`src/verilog/erc_pkg.sv`:
```
// Functional notes
// - Enable in normal mode selects stand-alone
// - Load-share bit selects load-sharing configuration
// - First enable or share bit locks configuration
// - Lock survives soft reset, cleared at power-down
// - Voltage select, stand-alone only: clear 5.0V, set 3.3V
// - Stop mode: high stage follows current hysteresis
// - Normal mode: only high-power stage active
// - Supply low turns rail off unless keep-on
// - Rail off in init and fail-safe
// - Sharing follows main: restart on, sleep off
// - Stand-alone rail fixed outside normal mode
// - Stop mode drops sharing unless keep bit
// - Sharing resumes on return to normal
// - Stand-alone change attempt ignored, no failure
// - Sharing change attempt raises serial failure
// - Overcurrent sets flag only, clearable after
// - Stand-alone rail undervoltage sets flag
// - Sharing raises no rail flags
// - Sharing rail shut in fail-safe
package erc_pkg;

  // ----------------------------------------
  // Operating modes
  // ----------------------------------------
  typedef enum logic [2:0] {
    ERC_MODE_INIT     = 3'h0,
    ERC_MODE_NORMAL   = 3'h1,
    ERC_MODE_STOP     = 3'h3,
    ERC_MODE_SLEEP    = 3'h2,
    ERC_MODE_RESTART  = 3'h6,
    ERC_MODE_FAILSAFE = 3'h7
  } erc_mode_type;

  // ----------------------------------------
  // Configuration states
  // ----------------------------------------
  typedef enum logic [1:0] {
    ERC_CFG_NONE  = 2'h0,
    ERC_CFG_ALONE = 2'h1,
    ERC_CFG_SHARE = 2'h3
  } erc_cfg_type;

  // ----------------------------------------
  // Control write bundle
  // ----------------------------------------
  typedef struct packed {
    logic aux_rail_enable;
    logic load_share_select;
    logic rail_voltage_select;
    logic share_keep_in_stop;
    logic keep_on_at_supply_low;
  } erc_ctrl_type;

  localparam logic       VSEL_5V0      = 1'h0;
  localparam logic       VSEL_3V3      = 1'h1;
  localparam logic [1:0] SUP_FILT_INIT = 2'h0;

endpackage : erc_pkg

```
`src/verilog/erc_filt.sv`:
```
`timescale 1ns/10ps
`default_nettype none
module erc_filt #(
  parameter int unsigned DEPTH = 2
) (
  // Clock and reset
  input  wire  logic clk_sys,
  input  wire  logic rst,
  input  wire  logic clk_en,
  // Level in and out
  input  wire  logic level_in,
  output logic       level_out
);

  initial begin
    if (DEPTH < 2) begin
      $error("erc_filt: DEPTH must be at least 2");
    end
  end

  // ----------------------------------------
  // Agreement filter
  // ----------------------------------------
  // Comparator outputs chatter near threshold; DEPTH equal samples change the level
  logic [DEPTH-1:0] hist_reg;
  logic [DEPTH-1:0] hist_next;
  logic             all_one;
  logic             all_zero;

  assign hist_next = {hist_reg[DEPTH-2:0], level_in};
  assign all_one   = &hist_reg;
  assign all_zero  = ~|hist_reg;

  always_ff @(posedge clk_sys or posedge rst) begin
    if (rst) begin
      hist_reg  <= '0;
      level_out <= 1'b0;
    end else if (clk_en) begin
      hist_reg <= hist_next;
      if (all_one) begin
        level_out <= 1'b1;
      end else if (all_zero) begin
        level_out <= 1'b0;
      end
    end
  end

endmodule : erc_filt
`default_nettype wire

```
`src/verilog/erc_ctrl.sv`:
```
`timescale 1ns/10ps
`default_nettype none
module erc_ctrl #(
  parameter int unsigned FILT_DEPTH = 2
) (
  // Clock and resets; rst is power-on only
  input  wire  logic                  clk_sys,
  input  wire  logic                  rst,
  input  wire  logic                  soft_rst,
  input  wire  logic                  clk_en,
  // Operating mode
  input  wire  erc_pkg::erc_mode_type op_mode,
  // Control write
  input  wire  logic                  ctrl_wr,
  input  wire  erc_pkg::erc_ctrl_type ctrl_data,
  input  wire  logic                  oc_flag_clr,
  input  wire  logic                  uv_flag_clr,
  // Analog sense
  input  wire  logic                  drive_above_upper,
  input  wire  logic                  drive_below_lower,
  input  wire  logic                  supply_below_uv,
  input  wire  logic                  shunt_at_threshold,
  input  wire  logic                  rail_below_uv,
  // Rail control
  output logic                        rail_on,
  output logic                        share_active,
  output logic                        volt_3v3_sel,
  output logic                        hp_stage_on,
  output logic                        lp_stage_on,
  // Status
  output logic                        cfg_locked,
  output erc_pkg::erc_cfg_type        cfg_state,
  output logic                        rail_overcurrent_flag,
  output logic                        rail_undervoltage_flag,
  output logic                        serial_fail_pulse
);

  initial begin
    if (FILT_DEPTH < 2) begin
      $error("erc_ctrl: FILT_DEPTH must be at least 2");
    end
  end

  // ----------------------------------------
  // Supply low filter
  // ----------------------------------------
  logic supply_low;

  erc_filt #(
    .DEPTH(FILT_DEPTH)
  ) u_supply_filt (
    .clk_sys  (clk_sys),
    .rst      (rst),
    .clk_en   (clk_en),
    .level_in (supply_below_uv),
    .level_out(supply_low)
  );

  // ----------------------------------------
  // Decode
  // ----------------------------------------
  function automatic logic is_mode(input erc_pkg::erc_mode_type m,
                                   input erc_pkg::erc_mode_type want);
    is_mode = (m == want);
  endfunction : is_mode

  erc_pkg::erc_cfg_type cfg_reg;
  erc_pkg::erc_cfg_type cfg_next;
  logic                 en_reg;
  logic                 en_next;
  logic                 vsel_reg;
  logic                 keep_stop_reg;
  logic                 keep_uv_reg;
  logic                 hp_reg;
  logic                 hp_next;
  logic                 oc_next;
  logic                 uv_next;
  logic                 fail_next;
  logic                 rail_next;
  logic                 share_next;
  wire  logic           in_normal;
  wire  logic           in_stop;
  wire  logic           in_sleep;
  wire  logic           in_restart;
  wire  logic           in_off_mode;
  wire  logic           is_alone;
  wire  logic           is_share;
  wire  logic           unlocked;
  wire  logic           wr_normal;
  wire  logic           try_share;
  wire  logic           try_alone;
  wire  logic           share_run;
  wire  logic           alone_run;
  wire  logic           uv_cut;

  assign in_normal   = is_mode(op_mode, erc_pkg::ERC_MODE_NORMAL);
  assign in_stop     = is_mode(op_mode, erc_pkg::ERC_MODE_STOP);
  assign in_sleep    = is_mode(op_mode, erc_pkg::ERC_MODE_SLEEP);
  assign in_restart  = is_mode(op_mode, erc_pkg::ERC_MODE_RESTART);
  assign in_off_mode = is_mode(op_mode, erc_pkg::ERC_MODE_INIT)
                     | is_mode(op_mode, erc_pkg::ERC_MODE_FAILSAFE);
  assign is_alone    = (cfg_reg == erc_pkg::ERC_CFG_ALONE);
  assign is_share    = (cfg_reg == erc_pkg::ERC_CFG_SHARE);
  assign unlocked    = (cfg_reg == erc_pkg::ERC_CFG_NONE);
  assign wr_normal   = ctrl_wr & in_normal;
  assign try_share   = ctrl_data.load_share_select;
  assign try_alone   = ctrl_data.aux_rail_enable & ~ctrl_data.load_share_select;

  // ----------------------------------------
  // Configuration lock
  // ----------------------------------------
  // Load-share is taken from any mode; stand-alone only from normal mode
  always_comb begin
    cfg_next = cfg_reg;
    if (unlocked && ctrl_wr && try_share) begin
      cfg_next = erc_pkg::ERC_CFG_SHARE;
    end else if (unlocked && wr_normal && try_alone) begin
      cfg_next = erc_pkg::ERC_CFG_ALONE;
    end
  end

  // Attempts to leave sharing: share bit cleared or enable bit raised
  always_comb begin
    fail_next = 1'b0;
    if (is_share && ctrl_wr) begin
      fail_next = ~ctrl_data.load_share_select | ctrl_data.aux_rail_enable;
    end
  end

  // Stand-alone: enable switches the rail; a share request is dropped silently
  always_comb begin
    en_next = en_reg;
    if (wr_normal && (unlocked || is_alone) && !(unlocked && try_share)) begin
      en_next = ctrl_data.aux_rail_enable;
    end
  end

  // ----------------------------------------
  // Rail state by mode
  // ----------------------------------------
  assign uv_cut    = supply_low & ~keep_uv_reg;
  assign share_run = in_normal | in_restart | (in_stop & keep_stop_reg);
  assign alone_run = en_reg & ~in_off_mode;

  always_comb begin
    rail_next  = 1'b0;
    share_next = 1'b0;
    if (in_off_mode || uv_cut) begin
      rail_next  = 1'b0;
      share_next = 1'b0;
    end else if (is_share) begin
      rail_next  = share_run & ~in_sleep;
      share_next = share_run & ~in_sleep;
    end else if (is_alone) begin
      rail_next  = alone_run;
    end
  end

  // ----------------------------------------
  // Regulator stages
  // ----------------------------------------
  always_comb begin
    hp_next = hp_reg;
    if (!rail_next) begin
      hp_next = 1'b0;
    end else if (!in_stop) begin
      hp_next = 1'b1;
    end else if (drive_above_upper) begin
      hp_next = 1'b1;
    end else if (drive_below_lower) begin
      hp_next = 1'b0;
    end
  end

  // ----------------------------------------
  // Flags
  // ----------------------------------------
  // Set beats clear; clear needs the condition gone
  always_comb begin
    oc_next = rail_overcurrent_flag;
    if (is_alone && rail_on && shunt_at_threshold) begin
      oc_next = 1'b1;
    end else if (oc_flag_clr) begin
      oc_next = 1'b0;
    end
    if (!is_alone) begin
      oc_next = 1'b0;
    end
  end

  always_comb begin
    uv_next = rail_undervoltage_flag;
    if (is_alone && rail_on && rail_below_uv) begin
      uv_next = 1'b1;
    end else if (uv_flag_clr) begin
      uv_next = 1'b0;
    end
    if (!is_alone) begin
      uv_next = 1'b0;
    end
  end

  // ----------------------------------------
  // Lock state: power-on reset only
  // ----------------------------------------
  always_ff @(posedge clk_sys or posedge rst) begin
    if (rst) begin
      cfg_reg    <= erc_pkg::ERC_CFG_NONE;
      cfg_locked <= 1'b0;
    end else if (clk_en) begin
      cfg_reg    <= cfg_next;
      cfg_locked <= (cfg_next != erc_pkg::ERC_CFG_NONE);
    end
  end

  // ----------------------------------------
  // Soft-resettable state
  // ----------------------------------------
  always_ff @(posedge clk_sys or posedge rst) begin
    if (rst) begin
      en_reg        <= 1'b0;
      vsel_reg      <= erc_pkg::VSEL_5V0;
      keep_stop_reg <= 1'b0;
      keep_uv_reg   <= 1'b0;
    end else if (clk_en) begin
      if (soft_rst) begin
        en_reg        <= 1'b0;
        vsel_reg      <= erc_pkg::VSEL_5V0;
        keep_stop_reg <= 1'b0;
        keep_uv_reg   <= 1'b0;
      end else begin
        en_reg <= en_next;
        if (ctrl_wr) begin
          vsel_reg      <= ctrl_data.rail_voltage_select;
          keep_stop_reg <= ctrl_data.share_keep_in_stop;
          keep_uv_reg   <= ctrl_data.keep_on_at_supply_low;
        end
      end
    end
  end

  // ----------------------------------------
  // Output registers
  // ----------------------------------------
  always_ff @(posedge clk_sys or posedge rst) begin
    if (rst) begin
      rail_on                <= 1'b0;
      share_active           <= 1'b0;
      volt_3v3_sel           <= 1'b0;
      hp_reg                 <= 1'b0;
      lp_stage_on            <= 1'b0;
      rail_overcurrent_flag  <= 1'b0;
      rail_undervoltage_flag <= 1'b0;
      serial_fail_pulse      <= 1'b0;
    end else if (clk_en) begin
      rail_on                <= rail_next;
      share_active           <= share_next;
      volt_3v3_sel           <= is_alone & (vsel_reg == erc_pkg::VSEL_3V3);
      hp_reg                 <= hp_next;
      lp_stage_on            <= rail_next & ~in_normal;
      rail_overcurrent_flag  <= oc_next;
      rail_undervoltage_flag <= uv_next;
      serial_fail_pulse      <= fail_next;
    end
  end

  assign hp_stage_on = hp_reg;
  assign cfg_state   = cfg_reg;
endmodule : erc_ctrl
`default_nettype wire

```
`config.mk`:
```
export PLATFORM = sky130hd
export DESIGN_NAME = erc_ctrl
export DESIGN_NICKNAME = d
export VERILOG_FILES = /design/src/verilog/erc_pkg.sv /design/src/verilog/erc_filt.sv /design/src/verilog/erc_ctrl.sv
export SDC_FILE = /design/constraint.sdc
export NUM_CORES = 1
export LEC_CHECK = 0
export BUFFER_PORTS_ARGS = -buffer_cell sky130_fd_sc_hd__buf_2
export CAP_MARGIN = 20
export CORE_ASPECT_RATIO = 0.8
export CORE_MARGIN = 1.5
export CORE_UTILIZATION = 45
export DETAILED_ROUTE_END_ITERATION = 8
export PLACE_DENSITY = 0.73
export SYNTH_ARGS = -nofsm -noshare
export SYNTH_HDL_FRONTEND = slang
export SYNTH_SLANG_ARGS = --single-unit
```
`constraint.sdc`:
```
create_clock -name clk_sys -period 1.6 [get_ports clk_sys]
set_input_delay 0.32 -clock clk_sys [delete_from_list [all_inputs] [get_ports clk_sys]]
set_output_delay 0.32 -clock clk_sys [all_outputs]
set_load 0.02 [all_outputs]
```
-- Word level (Yosys, flattened, before mapping)
Index checks and enable logic that the tools add are counted.
Widths: inputs -> output; s select.
- equality and inequality tests: 11
- muxes and demuxes: 28
- bitwise logic cells: 17
- reductions and logical operators: 27
- operators with widths (cell ; number):
    $mux 1 ; 26
    $reduce_and 2->1 ; 7
    $logic_and 1x1->1 ; 11
    $and 1x1->1 ; 8
    $eq 3x2->1 const B ; 2
    $eq 3x3->1 const B ; 2
    $ne 3x2->1 const B ; 2
    $reduce_bool 2->1 ; 3
    $not 1->1 ; 5
    $mux 2 ; 2
    $ne 4x4->1 const B ; 1
    $or 1x1->1 ; 4
    $eq 3x1->1 const B ; 1
    $logic_not 3->1 ; 1
    $eq 2x1->1 const B ; 1
    $eq 2x2->1 const B ; 1
    $logic_not 2->1 ; 1
    $logic_or 1x1->1 ; 2
    $ne 2x1->1 const B ; 1
    $reduce_or 2->1 ; 1
    $logic_not 1->1 ; 1
- flip-flop bits (word level): 18
- input bits: 20
- output and inout bits: 11
- logic and storage cells: 99

-- Depth between registers and ports, before layout
- word-level depth: 9
- mapped depth: 4
- mapped depth without buffers: 4

-- Cells and area by module
From an unflattened synthesis, not the netlist that was laid out.
- cell total of the unflattened synthesis: 81
- area, all modules: 872.1 µm²
- modules (own cells, without submodules) (module ; times used ; cells an instance ; area an instance (µm²) ; sequential area each (µm²)):
    erc_ctrl ; 1 ; 72 ; 735.7 ; 375.4
    erc_filt ; 1 ; 9 ; 136.4 ; 75.1

-- Worst setup path before layout
Ideal clock, no wire load.
- kind: register -> register
- start: register u_supply_filt.hist_reg[0]
- end: register u_supply_filt.level_out
- setup time: 0.125 ns
- arrival: 1.080 ns
- required time: 1.475 ns
- path slack: 0.395 ns
- stages on the path, launching flop included: 4
- buffers on the path: 0
- clock period less this slack: 1.205 ns
- cells stage by stage: dfrtp_1 > ha_1 > nor2b_1 > mux2_2
- longest elaborated chain between the ends: 3
- elaborated cells between the ends (all ways): 5
- those cells by class: eq/ne (1); mux (1); reduce/logical (3)
- RTL lines (element ; RTL line ; source):
    from (decl) ; erc_filt.sv:25 ; logic [DEPTH-1:0] hist_reg;
    from (signal assigned) ; erc_filt.sv:39 ; hist_reg <= hist_next;
    $reduce_or 2->1 or $reduce_and 2->1 (tied branches) ; erc_filt.sv:32, erc_filt.sv:31 ;
    $ne 2x1->1 (no source line) ; n/a ;
    $reduce_and 2->1 (no source line) ; n/a ;
    to (signal assigned) ; erc_filt.sv:37 ; level_out <= 1'b0;
    to (signal assigned) ; erc_filt.sv:41 ; level_out <= 1'b1;
    to (signal assigned) ; erc_filt.sv:43 ; level_out <= 1'b0;
    to (decl) ; erc_filt.sv:12 ; output logic level_out
Several ways; a longest one is shown, not always the timed one.
A chain may end at the register's enable or synchronous reset.

-- Worst setup path in the final report
Ends and elaborated chain as after synthesis.

==> flow_summary.ini <==
[cells_and_area]
drive_gt1_share_pct = 35.6
final_common_cell = buf_2
antenna_cells = 0
final_nets = 140
mostFrequentLayoutCells = buf_2, dfrtp_1, inv_1
area_growth_pct = 24.2

[timing]
fin_ws_ns = 0.320
fmax_ghz = 0.781
tns_ns = 0
drv_slew = 0
finalCriticalPeriod_ns = 1.28
slew-limit-headroom_pct = 75.7
worst_pin_slew_ns = 0.364
grt_setup_unrepaired = false
setup_viol = 0
fin_worst_hold_slack_ns = 0.0153
period_share_pct = 80.0
final_hold_viol_count = 0
final.setup_skew_ns = 0.00285

[die]
ioPinCount = 31
die_h_um = 42.4
fp.coreArea_um2 = 1860
die_w_um = 52.2
initial_core_util_pct = 47.0
die_area_um2 = 2210
core.rowCount = 14

[run]
cap_violations = 0

[cts]
post_cts_buffers = 0
cts-root-buf = clkbuf_4
clock_latency_ns = 0.30
cts_resized = 0
cts_hold_buf = 0
htree_levels = 1
cts_tree = built
cts.path.max_buffers = 2
clkTransAtPathRegs_ns = 0.10
clkSinkCount = 18
cts_buffers = 3

[place]
hpwlAfterDp_um = 1430
preCtsSetupSlack_ns = 0.271
place.gp.congestion = 0.830
portBuffers = 30

[global_route]
grt_max_degree = 25
antenna_found_initial = 0
grt_pass1_wl_um = 3040
grt.overflow.total = 0
grt_pass1_vias = 691
track_usage_pct = 19.0

[route]
vias_per_cell = 5.37
drtIter0Drc = 25
vias = 763
post-route-drc-count = 0
dr.pass1.iters = 4
drt-total-wl_um = 1870
drtAntennaViolNets = 0
wl_per_cell_um = 13.2

[logic_synthesis]
synth_top_area_share_pct = 51.6
synth_cell_types = 30
synth_area_leaders = dfrtp_1, a22o_1, o21ai_0, inv_1, mux2_2
syn_area_um2 = 872
syn_nets = 106
avgSynthCellArea_um2 = 10.3
yosysTopAreaCell = dfrtp_1
synth-seq-area-share_pct = 51.6
ys_ff_latch = 18
ys_warn_count = 0
synthCells = 85

[power]
ir_drop_uv = 649
powerDensity_nw_per_um2 = 830
p_leak_uw = 0.000559

[setup_path]
worstPathArrival_ns = 1.47
crit_fanout = 3
cp-start-kind = flip-flop
cp.required_ns = 1.79
end_kind = flip-flop
path_class = flip-flop to flip-flop

[min_path]
hold_path_class = primary input to async pin

[status]
status = complete, no violations
through the flow:
step           utilization, %  cell area [um2]  cells  total power (uW)
3_5_place_dp             56.4             1050    138               626
4_1_cts                  58.4             1080    142               906
3_3_place_gp             56.4             1050    138               618
6_report                 58.4             1080    142               899
5_1_grt                  58.4             1080    142               943
2_1_floorplan               -              872     85               574
power breakdown:
part	internal (uW)	switching, uW	total [uW]
sequential	475	10.8	486
combinational	62.5	67.3	130
clock	139	145	284
path summary, 6_finish.rpt:
| path | start | to | slack [ns] | cells after the start |
|---|---|---|---|---|
| max | u_supply_filt.hist_reg[0]$_DFFE_PP0P_ | u_supply_filt.level_out$_DFFE_PP0P_ | 0.32 | 3 |
| min | rst | volt_3v3_sel$_DFFE_PP0P_ | 0.02 | 3 |
| max reg2reg | u_supply_filt.hist_reg[0]$_DFFE_PP0P_ | u_supply_filt.level_out$_DFFE_PP0P_ | 0.32 | 3 |
| min reg2reg | rail_overcurrent_flag$_DFFE_PP0P_ | rail_overcurrent_flag$_DFFE_PP0P_ | 0.51 | 1 |
| max in group asynchronous | rst | u_supply_filt.hist_reg[0]$_DFFE_PP0P_ | 1.39 | 3 |
| min in group clk_sys | shunt_at_threshold | rail_overcurrent_flag$_DFFE_PP0P_ | 0.24 | 2 |
final cells by class:
class | instances | area (um2)
tap | 24 | 30.0
fill | 179 | 773
clock buffer | 4 | 36.3
sequential | 18 | 450
multi-input combinational | 56 | 375
inverter | 9 | 33.8
timing repair buffer | 31 | 158
worst max-delay path: stages, from the launching register on:
cell     delay (ns)
dfrtp_1        0.41
ha_1           0.30
nor2b_1        0.13
mux2_2         0.34
cells by family after synthesis:
kind of cell	synth area share [%]
adders and majority gates	1.43
AOI/OAI and AO/OA	20.5
buffers and inverters	5.31
and+or+nand+nor	17.2
muxes	3.87
DFF	51.6
layer usage:
layer / track usage (%) / vias to the layer above / part of all wire (%)
met1: 24.4 / 359 / 43
met3: 7.14 / 2 / 7.3
met2: 30.4 / 32 / 49
li1: - / 370 / -
met4: 4.62 / 0 / 0.91
met5: 0 / - / 0
synthesized netlist by cell type:
| master | n |
|---|---|
| nand4_1 | 1 |
| nor2b_1 | 4 |
| buf_2 | 1 |
| inv_1 | 9 |
| a22o_1 | 7 |
| nor3_2 | 1 |
| o22ai_1 | 4 |
| o21ai_1 | 1 |
| nor2_1 | 4 |
| a211oi_1 | 1 |
| and3_1 | 1 |
| o31a_1 | 1 |
| a41o_1 | 1 |
| a21oi_1 | 2 |
| nand2b_1 | 2 |
| ha_1 | 1 |
| nor3_1 | 1 |
| nand3_1 | 1 |
| and3_2 | 1 |
| nand2_1 | 6 |
| buf_4 | 1 |
| mux2_2 | 3 |
| a22oi_1 | 1 |
| nand3b_1 | 1 |
| nor3b_2 | 1 |
| dfrtp_1 | 18 |
| o21ai_0 | 7 |
| and2_1 | 1 |
| a21o_2 | 1 |
| and4_1 | 1 |
No activity file was read; power rests on OpenSTA's default activity.
